==> src/shared/sps_pkg.sv <==
// Shared constants and carrier types for the stepper phase sequencer
package sps_pkg;

  // Phase state width: eight half-step positions
  localparam int unsigned SPS_POS_W = 3;
  localparam logic [2:0] SPS_POS_RST = 3'h0;

  // Boost one-shot: time in ns, cycles derived at 25 MHz (longest time, rounded down)
  localparam int unsigned SPS_CLK_PERIOD_NS = 40;
  localparam int unsigned SPS_BOOST_TIME_NS = 20000;
  localparam int unsigned SPS_BOOST_CYC = SPS_BOOST_TIME_NS / SPS_CLK_PERIOD_NS;
  localparam int unsigned SPS_CNT_W = 10;
  localparam logic [9:0] SPS_CNT_RST = 10'h000;

  // Synchroniser reset level: unconnected inputs read high
  localparam logic SPS_SYNC_RST = 1'b1;

  // Phase drive pattern, one bit per winding end, 1 = energised
  typedef struct packed {
    logic a_first;
    logic a_second;
    logic b_first;
    logic b_second;
  } sps_phase_type;

  // Host control levels after synchronisation
  typedef struct packed {
    logic step;
    logic dir;
    logic step_size_select;
    logic output_disable;
    logic boost_timing_pin;
  } sps_ctrl_type;

endpackage : sps_pkg

==> src/rtl/sps_top.sv <==
// Stepper phase sequencer: pin sync, phase state, drive outputs
`timescale 1ns/1ps
`default_nettype none
module sps_top
  import sps_pkg::*;
(
  input wire logic CLK_SYS_I,
  input wire logic NRST_I,
  input wire logic STEP_I,
  input wire logic DIR_I,
  input wire logic STEP_SIZE_SELECT_I,
  input wire logic OUTPUT_DISABLE_I,
  input wire logic BOOST_TIMING_PIN_I,
  output logic SINK_A_FIRST_O,
  output logic SINK_A_SECOND_O,
  output logic SINK_B_FIRST_O,
  output logic SINK_B_SECOND_O,
  output logic BOOST_SOURCE_A_O,
  output logic BOOST_SOURCE_B_O,
  output logic ZERO_A_O,
  output logic ZERO_B_O
);

  sps_ctrl_type ctrl;
  logic step_d_r;
  logic step_d_nxt;
  logic step_fall;
  logic [2:0] pos_r;
  logic [2:0] pos_nxt;
  logic boost_act;
  sps_phase_type phase;
  logic zero_a;
  logic zero_b;
  sps_phase_type sink_n_r;
  sps_phase_type sink_n_nxt;
  logic [1:0] src_r;
  logic [1:0] src_nxt;
  logic [1:0] zero_r;
  logic [1:0] zero_nxt;

  // Decode a half-step position into the winding pattern
  function automatic sps_phase_type pos_decode(input logic [2:0] p);
    sps_phase_type ph;
    ph = '0;
    unique case (p)
      3'h0: ph = '{a_first: 1'b1, a_second: 1'b0, b_first: 1'b1, b_second: 1'b0};
      3'h1: ph = '{a_first: 1'b0, a_second: 1'b0, b_first: 1'b1, b_second: 1'b0};
      3'h2: ph = '{a_first: 1'b0, a_second: 1'b1, b_first: 1'b1, b_second: 1'b0};
      3'h3: ph = '{a_first: 1'b0, a_second: 1'b1, b_first: 1'b0, b_second: 1'b0};
      3'h4: ph = '{a_first: 1'b0, a_second: 1'b1, b_first: 1'b0, b_second: 1'b1};
      3'h5: ph = '{a_first: 1'b0, a_second: 1'b0, b_first: 1'b0, b_second: 1'b1};
      3'h6: ph = '{a_first: 1'b1, a_second: 1'b0, b_first: 1'b0, b_second: 1'b1};
      3'h7: ph = '{a_first: 1'b1, a_second: 1'b0, b_first: 1'b0, b_second: 1'b0};
    endcase
    return ph;
  endfunction : pos_decode

  // Pins cross into the clock domain through two flops; they reset high
  sps_sync u_sync_step (.clk_i(CLK_SYS_I), .nrst_i(NRST_I), .d_i(STEP_I), .q_o(ctrl.step));
  sps_sync u_sync_dir (.clk_i(CLK_SYS_I), .nrst_i(NRST_I), .d_i(DIR_I), .q_o(ctrl.dir));
  sps_sync u_sync_size (.clk_i(CLK_SYS_I), .nrst_i(NRST_I), .d_i(STEP_SIZE_SELECT_I),
    .q_o(ctrl.step_size_select));
  sps_sync u_sync_dis (.clk_i(CLK_SYS_I), .nrst_i(NRST_I), .d_i(OUTPUT_DISABLE_I),
    .q_o(ctrl.output_disable));
  sps_sync u_sync_rc (.clk_i(CLK_SYS_I), .nrst_i(NRST_I), .d_i(BOOST_TIMING_PIN_I),
    .q_o(ctrl.boost_timing_pin));

  // Falling edge of the synchronised step; duty cycle is irrelevant
  assign step_fall = step_d_r & ~ctrl.step;

  // Position update: full-step jumps two places from the even code at or below the position and stays on even codes
  always_comb begin
    step_d_nxt = ctrl.step;
    pos_nxt = pos_r;
    if (step_fall) begin
      if (!ctrl.step_size_select) begin
        if (ctrl.dir) begin
          pos_nxt = pos_r + 3'h1;
        end else begin
          pos_nxt = pos_r - 3'h1;
        end
      end else begin
        // Snap odd position to even so full-step always drives two windings
        if (ctrl.dir) begin
          pos_nxt = {pos_r[2:1], 1'b0} + 3'h2;
        end else begin
          pos_nxt = {pos_r[2:1], 1'b0} - 3'h2;
        end
      end
    end
  end

  always_ff @(posedge CLK_SYS_I or negedge NRST_I) begin
    if (!NRST_I) begin
      step_d_r <= SPS_SYNC_RST;
      pos_r <= SPS_POS_RST;
    end else begin
      step_d_r <= step_d_nxt;
      pos_r <= pos_nxt;
    end
  end

  // Boost timer fires on every step; a low timing pin stretches it
  sps_boost u_boost (
    .clk_i(CLK_SYS_I),
    .nrst_i(NRST_I),
    .trig_i(step_fall),
    .hold_n_i(ctrl.boost_timing_pin),
    .active_o(boost_act)
  );

  // Winding pattern; odd positions leave one phase off
  assign phase = pos_decode(pos_r);
  assign zero_a = ~(phase.a_first | phase.a_second);
  assign zero_b = ~(phase.b_first | phase.b_second);

  // Output drive: sinks active low, sources active high, disable wins
  always_comb begin
    sink_n_nxt = ~phase;
    src_nxt[1] = boost_act & ~zero_a;
    src_nxt[0] = boost_act & ~zero_b;
    zero_nxt = {zero_a, zero_b};
    if (ctrl.output_disable) begin
      sink_n_nxt = '1;
      src_nxt = 2'h0;
    end
  end

  // All outputs registered; reset leaves windings off
  always_ff @(posedge CLK_SYS_I or negedge NRST_I) begin
    if (!NRST_I) begin
      sink_n_r <= '1;
      src_r <= 2'h0;
      zero_r <= 2'h0;
    end else begin
      sink_n_r <= sink_n_nxt;
      src_r <= src_nxt;
      zero_r <= zero_nxt;
    end
  end

  assign SINK_A_FIRST_O = sink_n_r.a_first;
  assign SINK_A_SECOND_O = sink_n_r.a_second;
  assign SINK_B_FIRST_O = sink_n_r.b_first;
  assign SINK_B_SECOND_O = sink_n_r.b_second;
  assign BOOST_SOURCE_A_O = src_r[1];
  assign BOOST_SOURCE_B_O = src_r[0];
  assign ZERO_A_O = zero_r[1];
  assign ZERO_B_O = zero_r[0];

  // Checks beside the logic
  a_step_advance_one: assert property (@(posedge CLK_SYS_I) disable iff (!NRST_I)
    (step_fall && !ctrl.step_size_select && ctrl.dir) |=> (pos_r == $past(pos_r) + 3'h1))
    else $error("half-step forward did not advance by one");
  a_no_step_hold: assert property (@(posedge CLK_SYS_I) disable iff (!NRST_I)
    !step_fall |=> $stable(pos_r))
    else $error("position moved without a step edge");
  a_full_even_pos: assert property (@(posedge CLK_SYS_I) disable iff (!NRST_I)
    (step_fall && ctrl.step_size_select) |=> (pos_r[0] == 1'b0))
    else $error("full-step left an odd position");
  a_full_rev_order: assert property (@(posedge CLK_SYS_I) disable iff (!NRST_I)
    (step_fall && ctrl.step_size_select && !ctrl.dir && !pos_r[0]) |=> (pos_r == $past(pos_r) - 3'h2))
    else $error("full-step reverse order wrong");
  a_disable_all_off: assert property (@(posedge CLK_SYS_I) disable iff (!NRST_I)
    ctrl.output_disable |=> (sink_n_r == '1) && (src_r == 2'h0))
    else $error("outputs on while disabled");
  a_zero_matches_sink: assert property (@(posedge CLK_SYS_I) disable iff (!NRST_I)
    !$past(ctrl.output_disable) |-> (ZERO_A_O == (SINK_A_FIRST_O & SINK_A_SECOND_O)))
    else $error("zero A disagrees with phase A sinks");
  a_half_alternate: assert property (@(posedge CLK_SYS_I) disable iff (!NRST_I)
    (step_fall && !ctrl.step_size_select) |=> ##1 ((zero_r != 2'h0) != (pos_r[0] == 1'b0)))
    else $error("half-step winding count did not alternate");
  a_boost_after_step: assert property (@(posedge CLK_SYS_I) disable iff (!NRST_I)
    (step_fall && !ctrl.output_disable) ##1 !ctrl.output_disable |=> (BOOST_SOURCE_A_O | BOOST_SOURCE_B_O))
    else $error("no boost pulse after step");
  a_sink_active_low: assert property (@(posedge CLK_SYS_I) disable iff (!NRST_I)
    !ctrl.output_disable |=> (sink_n_r == ~$past(phase)))
    else $error("sink polarity wrong");

endmodule : sps_top
`default_nettype wire

==> src/rtl/sps_sync.sv <==
// Two-stage synchroniser for one asynchronous pin
`timescale 1ns/1ps
`default_nettype none
module sps_sync
  import sps_pkg::*;
(
  input wire logic clk_i,
  input wire logic nrst_i,
  input wire logic d_i,
  output logic q_o
);

  logic meta_r;
  logic meta_nxt;
  logic q_r;
  logic q_nxt;

  // Next values; first stage read only by the second
  always_comb begin
    meta_nxt = d_i;
    q_nxt = meta_r;
  end

  // Registers preset high, as an open input reads
  always_ff @(posedge clk_i or negedge nrst_i) begin
    if (!nrst_i) begin
      meta_r <= SPS_SYNC_RST;
      q_r <= SPS_SYNC_RST;
    end else begin
      meta_r <= meta_nxt;
      q_r <= q_nxt;
    end
  end

  assign q_o = q_r;

endmodule : sps_sync
`default_nettype wire

==> src/rtl/sps_boost.sv <==
// Retriggerable boost one-shot with external timing override
`timescale 1ns/1ps
`default_nettype none
module sps_boost
  import sps_pkg::*;
(
  input wire logic clk_i,
  input wire logic nrst_i,
  input wire logic trig_i,
  input wire logic hold_n_i,
  output logic active_o
);

  logic [9:0] cnt_r;
  logic [9:0] cnt_nxt;

  // Step loads the timer; a low timing pin keeps it loaded
  always_comb begin
    cnt_nxt = cnt_r;
    if (trig_i) begin
      cnt_nxt = SPS_BOOST_CYC[9:0];
    end else if (cnt_r != SPS_CNT_RST) begin
      if (!hold_n_i) begin
        cnt_nxt = cnt_r;
      end else begin
        cnt_nxt = cnt_r - 10'h001;
      end
    end
  end

  always_ff @(posedge clk_i or negedge nrst_i) begin
    if (!nrst_i) begin
      cnt_r <= SPS_CNT_RST;
    end else begin
      cnt_r <= cnt_nxt;
    end
  end

  assign active_o = (cnt_r != SPS_CNT_RST);

endmodule : sps_boost
`default_nettype wire

==> config.mk <==
export PLATFORM = sky130hd
export DESIGN_NAME = sps_top
export DESIGN_NICKNAME = d
export VERILOG_FILES = /design/src/shared/sps_pkg.sv /design/src/rtl/sps_top.sv /design/src/rtl/sps_sync.sv /design/src/rtl/sps_boost.sv
export SDC_FILE = /design/constraint.sdc
export NUM_CORES = 1
export LEC_CHECK = 0
export BUFFER_PORTS_ARGS = -buffer_cell sky130_fd_sc_hd__buf_4
export CAP_MARGIN = 0
export CORE_MARGIN = 2
export CORE_UTILIZATION = 35
export CTS_BUF_LIST = sky130_fd_sc_hd__clkbuf_2 sky130_fd_sc_hd__clkbuf_4 sky130_fd_sc_hd__clkbuf_8
export DETAILED_ROUTE_END_ITERATION = 7
export GPL_ROUTABILITY_DRIVEN = 0
export PLACE_DENSITY = 0.58
export SKIP_CTS_REPAIR_TIMING = 1
export SYNTH_ARGS = -nofsm -noshare
export SYNTH_HDL_FRONTEND = slang
export SYNTH_SLANG_ARGS = --single-unit
==> constraint.sdc <==
create_clock -name CLK_SYS_I -period 2.2 [get_ports CLK_SYS_I]
set_input_delay 0.55 -clock CLK_SYS_I [delete_from_list [all_inputs] [get_ports CLK_SYS_I]]
set_output_delay 0.55 -clock CLK_SYS_I [all_outputs]
set_load 0.05 [all_outputs]
==> results.md, run 1 <==
* R2r startpoint: u_boost.cnt_r[0]
* Largest net degree at the start of global routing at 33
* Cells after Synth at around 110
* Final Max Slew Viols at 0
* Type of origin of the critical path: register
* Vias in the first global route at 812
* Num CTS Buffers at 5
* Pwr dens at 1094 mW/mm2
* CP Capture Type: register
* Clock Latency Late Sink at 0.28 ns
* Yosys reg bits at 32
* Worst reg-to-reg path cell count at 6
* GRT overflow at 0
* FF+latch area at 819.5 um2
* Worst vdd ir at slightly below 0.0004 V
* Hold Fails Final Rpt at 0
* Synthesized area at 0.001296 mm2
* Reg2Reg Setup Slack at 0.47 ns
* WP data required at 2.42 ns
* Worst reg2reg path endpoint: u_boost.cnt_r[6]
* # IOs at 15
* Setup ws final at 0.4717 ns
* NumNets Final at 136
* Leakage at 0.6317 nW
* EDFF count, synth at 0
* Fin area at ~0.0015 mm2
* 1st-pass router iterations at 4
* Mean Syn Cell Area at 12.11 um2
* Worst Path Arrival at 1.94 ns
* Cell Rows at 22
* RSZ-0062 raised after global routing: false
* CTS H-tree lvls at 2
* CTS root buffer: clkbuf_8
* DR vias at 842
* DRT iter0 DRCs at 35
* Core box area at 0.003606 mm2
* CTS tree: built
* CP max FO at 4
* Layout cell share with drive strength beyond 1 at 31.25%
* CP Class: register to register
* Clock Path Buffers at 2
* Total track usage at 11.94%
* Die Y at 64.86 um
* Tmin final at 1.728 ns
* Total power draw at ~1.7 mW
* Final Cycle Share at 78.56%
* Post-Syn Nets at 116
* # port buffers at 14
* Async set-reset flop share out of synthesis at 100.0%
* Fin cells at between 150 and 200
* WL final at 1.979 mm
* Fillers at 344
* Die ar. at 0.004206 mm2
* Hold Crit Class: input pin to asynchronous set/reset pin
* Unique masters post-synth at 36
* Max Cap Viol at 0
* Post-route setup TNS at 0 ns
* DP Worst Slack at ~0.49 ns
* Clk pin slew, worst setup/hold paths at approximately 0.06 ns
* Post-layout util at 42.89%
* Commonest non-fill, non-tap cell in the layout: dfrtp_1
* Setup-failing EPs final at 0
* Clock Skews at 0.002850 ns
* First-pass GRT wire length at 3.657 mm
* Die W at 64.86 um
* N_diodes at 0
* Top FF cell, synth: dfrtp_1
* Slew Limit Headroom at 56.91%
* Multi-input gate area in the final layout at approximately 450 um2
* Fin Hold WS at 0.1909 ns
* Area grow syn2layout at 19.30%
* Per-cell routed wire length at 11.24 um
* Initial antenna violation count at 0
* FMAX at roughly 0.58 GHz
* Most frequent cells in the layout: dfrtp_1 (17), dfstp_2 (15), buf_4 (14)
* Ys Warns at 0
* Status: complete, no violations
* Post-route ant nets at 0
* Sequential area share after synthesis at 63.22%
* Vias per cell at 4.784
* DP Area at 0.001458 mm2
* Dpl hpwl at 1.390 mm
* Worst-Margin Slew at 0.6373 ns
* Placed Cells at roughly 170
* # DRC at 0
* Clock tree sinks at 32
* Initial Utilization at 35.95%
worst max-delay path: stages (launching register included):
cell and delay [ns]:
dfrtp_1 0.40, inv_1 0.07, ha_1 0.19, nand3b_1 0.14, a311o_1 0.38, or4_1 0.40, nand3_1 0.09
how the worst max path moves through the flow:
stage	from	endpoint	slack (ns)	cells after the start
floorplan	u_boost.cnt_r[0]	u_boost.cnt_r[6]	0.58	6
global placement	u_boost.cnt_r[0]	u_boost.cnt_r[6]	0.51	6
detailed placement	u_boost.cnt_r[0]	u_boost.cnt_r[6]	0.49	6
CTS	u_boost.cnt_r[0]	u_boost.cnt_r[6]	0.47	6
global route	u_boost.cnt_r[0]	u_boost.cnt_r[6]	0.35	6
finish	u_boost.cnt_r[0]	u_boost.cnt_r[6]	0.47	6
state kept, by name, summed over array words and instances (netlist names):
signal / cells
u_sync_dis.q_o: 1
SINK_B_FIRST_O: 1
src_r: 2
pos_r: 3
u_sync_rc.q_o: 1
u_sync_size.meta_r: 1
SINK_B_SECOND_O: 1
step_d_r: 1
u_boost.cnt_r: 10
u_sync_step.meta_r: 1
SINK_A_FIRST_O: 1
zero_r: 2
u_sync_dir.q_o: 1
u_sync_step.q_o: 1
u_sync_rc.meta_r: 1
SINK_A_SECOND_O: 1
u_sync_size.q_o: 1
u_sync_dis.meta_r: 1
u_sync_dir.meta_r: 1
Yosys cell counts, types with 2 or more instances:
master | number | area share [%]
a21oi_1 | 3 | 1.2
nor2b_1 | 4 | 1.9
nor2_1 | 10 | 2.9
o21ai_0 | 5 | 1.9
a31oi_1 | 2 | 0.97
o211ai_1 | 2 | 1.2
nor3b_1 | 3 | 1.7
dfrtp_1 | 17 | 33
mux2i_1 | 2 | 1.5
nor3_1 | 4 | 1.5
nand2_1 | 8 | 2.3
inv_1 | 5 | 1.4
xnor2_1 | 5 | 3.4
dfstp_2 | 15 | 30
metal layers:
metal  GRT usage (%)  up-vias  part of all wire (%)
li1                -      409                     -
met1           14.30      413                    45
met2           17.14       13                    46
met3           5.208        7                   5.5
met4           8.245        0                   2.9
met5               0        -                     0
power breakdown:
group	switching, mW	total, mW	internal (mW)	leakage [nW]
logic	0.253	0.423	0.170	0.230
registers	0.109	0.823	0.714	0.352
clock network	0.200	0.446	0.246	0.0491
layout make-up:
| type | count | share of cell area [%] |
|---|---|---|
| Sequential cell | 32 | 52.99 |
| Multi-Input combinational cell | 69 | 29.37 |
| Timing Repair Buffer | 14 | 6.796 |
| Clock buffer | 7 | 5.421 |
| Tap cell | 48 | 3.884 |
| Inverter | 5 | 1.214 |
| Clock inverter | 1 | 0.3236 |
kinds of logic after synthesis:
| logic type | count (synthesis) | share of synthesized area, % |
|---|---|---|
| and+or+nand+nor | 42 | 18.63 |
| muxes | 2 | 1.544 |
| buffers and inverters | 6 | 1.737 |
| adders and majority gates | 2 | 2.510 |
| DFF | 32 | 63.22 |
| xor gates and xnor gates | 6 | 4.054 |
| AOI/OAI and AO/OA | 17 | 8.301 |
No activity file was read; power rests on OpenSTA's default activity.
==> run 2, diff against run 1 <==
--- a/config.mk
+++ b/config.mk
@@ -5,6 +5,7 @@
 export SDC_FILE = /design/constraint.sdc
 export NUM_CORES = 1
 export LEC_CHECK = 0
+export ABC_AREA = 1
 export BUFFER_PORTS_ARGS = -buffer_cell sky130_fd_sc_hd__buf_4
 export CAP_MARGIN = 0
 export CORE_MARGIN = 2
==> constraint.sdc (replaced) <==
create_clock -name CLK_SYS_I -period 1.7 [get_ports CLK_SYS_I]
set_input_delay 0.425 -clock CLK_SYS_I [delete_from_list [all_inputs] [get_ports CLK_SYS_I]]
set_output_delay 0.425 -clock CLK_SYS_I [all_outputs]
set_load 0.05 [all_outputs]
==> results.md, run 2 <==
* Status: complete, no violations
* Unique masters post-synth at 24
* Switch Pwr at 765.5 uW
* Clk pin slew, worst setup/hold paths at 0.06 ns
* Top flop regs: u_boost.cnt_r x10, pos_r x3
* Post-route ant nets at 0
* FF+latch area at between 800 and 900 um2
* WL final at 2.145 mm
* DRT iter0 DRCs at 36
* NumNets Final at about 180
* Largest net degree at the start of global routing at 33
* Post-synth top area cell: dfrtp_1
* Final Cycle Share at 87.92%
* Largest register by flop count: u_boost.cnt_r
* Clock Skews at 0.003765 ns
* Total track usage at 12.24%
* Layout cell share with drive strength beyond 1 at 28.99%
* Ys Warns at 0
* CTS H-tree lvls at 2
* Die W at 66.99 um
* Leakage at 0.7914 nW
* Worst-Margin Slew at 0.3755 ns
* Final Max Slew Viols at 0
* Count leader, synth: nand2_1
* Cell Rows at 22
* FMAX at 0.6691 GHz
* Max Cap Viol at 0
* Die ar. at 0.004488 mm2
* CTS root buffer: clkbuf_8
* # port buffers at 14
* Vias in the first global route at a little over 900
* Most frequent cells in the layout: nand2_1 (41), inv_1 (19), dfrtp_1 (17)
* Pwr dens at 1354 mW/mm2
* Reg2Reg Setup Slack at 0.21 ns
* Post-Syn Nets at 156
* Commonest non-fill, non-tap cell in the layout: nand2_1
* Multi-input gate area in the final layout at 494.2 um2
* Async set-reset flop share out of synthesis at 100.0%
* Worst vdd ir at ~0.00062 V
* Setup-failing EPs final at 0
* Dpl hpwl at 1.521 mm
* Core box area at roughly 0.0037 mm2
* Clock Latency Late Sink at 0.28 ns
* CP Capture Type: register
* # DRC at 0
* Mean Syn Cell Area at around 9.4 um2
* Worst reg2reg path endpoint: pos_r[2]
* Hold Crit Class: input pin to asynchronous set/reset pin
* Worst Path Arrival at 1.66 ns
* CP max FO at 2
* # IOs at 15
* First-pass GRT wire length at 3.967 mm
* DR vias at 980
* Sw Ratio at 34.23%
* Worst reg-to-reg path cell count at 5
* RSZ-0062 raised after global routing: false
* Flop pwr share at 45.5%
* Clock Path Buffers at 2
* Post-route setup TNS at 0 ns
* Vias per cell at between 4 and 5
* Total power draw at ~2.2 mW
* Comb power frac at 27.3%
* Clock tree sinks at 32
* Die Y at 66.99 um
* CTS tree: built
* Yosys reg bits at 32
* Area grow syn2layout at 18.92%
* Internal Pwr Total at 1.471 mW
* Most area-consuming cells after synthesis: dfrtp_1 (31%), dfstp_2 (28%), nand2_1 (11%)
* 1st-pass router iterations at 4
* WP data required at approximately 1.9 ns
* CP Class: register to register
* R2r startpoint: u_sync_dir.q_o
* Per-cell routed wire length at 9.885 um
* Type of origin of the critical path: register
* Synth top area share at 30.63%
* EDFF count, synth at 0
* Synthesized area at 0.001389 mm2
* Hold Fails Final Rpt at 0
* Initial antenna violation count at 0
* Fillers at 391
* Num CTS Buffers at 5
* Initial Utilization at 37.10%
* Tmin final at 1.495 ns
* Slew Limit Headroom at roughly 75%
* Top FF cell, synth: dfrtp_1
* Flip-flop count of the largest register after layout at 10
* N_diodes at 0
* Cells after Synth at 147
* Sequential area share after synthesis at 59.01%
* Commonest cells post-synth: nand2_1 (41), inv_1 (19), dfrtp_1 (17)
* Clk pwr share at 27.2%
* GRT overflow at 0
## run 2: changes by cell type in the layout (fill, tap and decap cells not counted), moves of 4 or more
cell,before,now
nor2b_1,4,0
xnor2_1,5,0
nand2_1,8,41
inv_1,5,19
nand3_1,1,14
nor3_1,4,0
## run 2: layout make-up
cell class / instances / share of cell area [%]
clock buffer: 7 / 5.455
clock inverter: 1 / 0.4545
inverter: 20 / 4.545
multi-input combinational: 95 / 29.92
sequential: 32 / 49.62
tap: 48 / 3.636
timing repair buffer: 14 / 6.364
## run 2: cell families (layout without fill, tap and decap cells)
kind of cell | count (synthesis) | count (layout) | synth area share [%]
buf+inv | 20 | 42 | 5.405
fa+ha+maj | 2 | 2 | 2.342
flops | 32 | 32 | 59.01
simple gates | 80 | 80 | 27.30
xor+xnor | 2 | 2 | 1.261
compound gates | 11 | 11 | 4.685
## run 2: through the flow
step                util (%)  cell area [um2]  hold WS, ns  setup slack (ns)  std cells
floorplan                  -             1389       0.1294            0.2730        147
global placement       41.51             1554       0.3453            0.2358        209
detailed placement     41.51             1554       0.3468            0.2044        209
CTS                    44.12             1652      0.06894            0.1944        217
global route           44.12             1652      0.08493           0.06957        217
finish                 44.12             1652      0.06243            0.2054        217
## run 2: layer usage
layer	GRT usage [%]	vias up	routed length (um)	part of all wire, %
met1	13.75	456	970	45
met4	6.888	0	61	2.8
met3	5.068	5	109	5.1
met2	19.50	15	1004	47
met5	0	-	0	0
li1	-	504	-	-
## run 2: how the worst max path moves through the flow
stage	start	slack, ns	depth (start not counted)	endpoint
finish	u_sync_dir.q_o	0.21	5	pos_r[2]
global route	u_boost.cnt_r[0]	0.07	9	u_boost.cnt_r[5]
CTS	u_sync_dir.q_o	0.19	5	pos_r[2]
detailed placement	u_sync_dir.q_o	0.20	5	pos_r[2]
global placement	u_sync_dir.q_o	0.24	5	pos_r[2]
floorplan	u_sync_dir.q_o	0.27	5	pos_r[2]
## run 2: power groups by stage
stage	combinational (mW)	clock (mW)	sequential, mW
finish	0.610	0.608	1.02
detailed placement	0.613	0	1.03
global route	0.684	0.674	1.04
CTS	0.616	0.637	1.02
global placement	0.604	0	1.03
floorplan	0.315	0	1.17
## run 2: critical path, cell delays in order (launching register included)
cell,delay (ns)
dfstp_2,0.52
inv_1,0.06
fa_1,0.37
o211ai_1,0.17
nand3_1,0.11
xor2_1,0.15
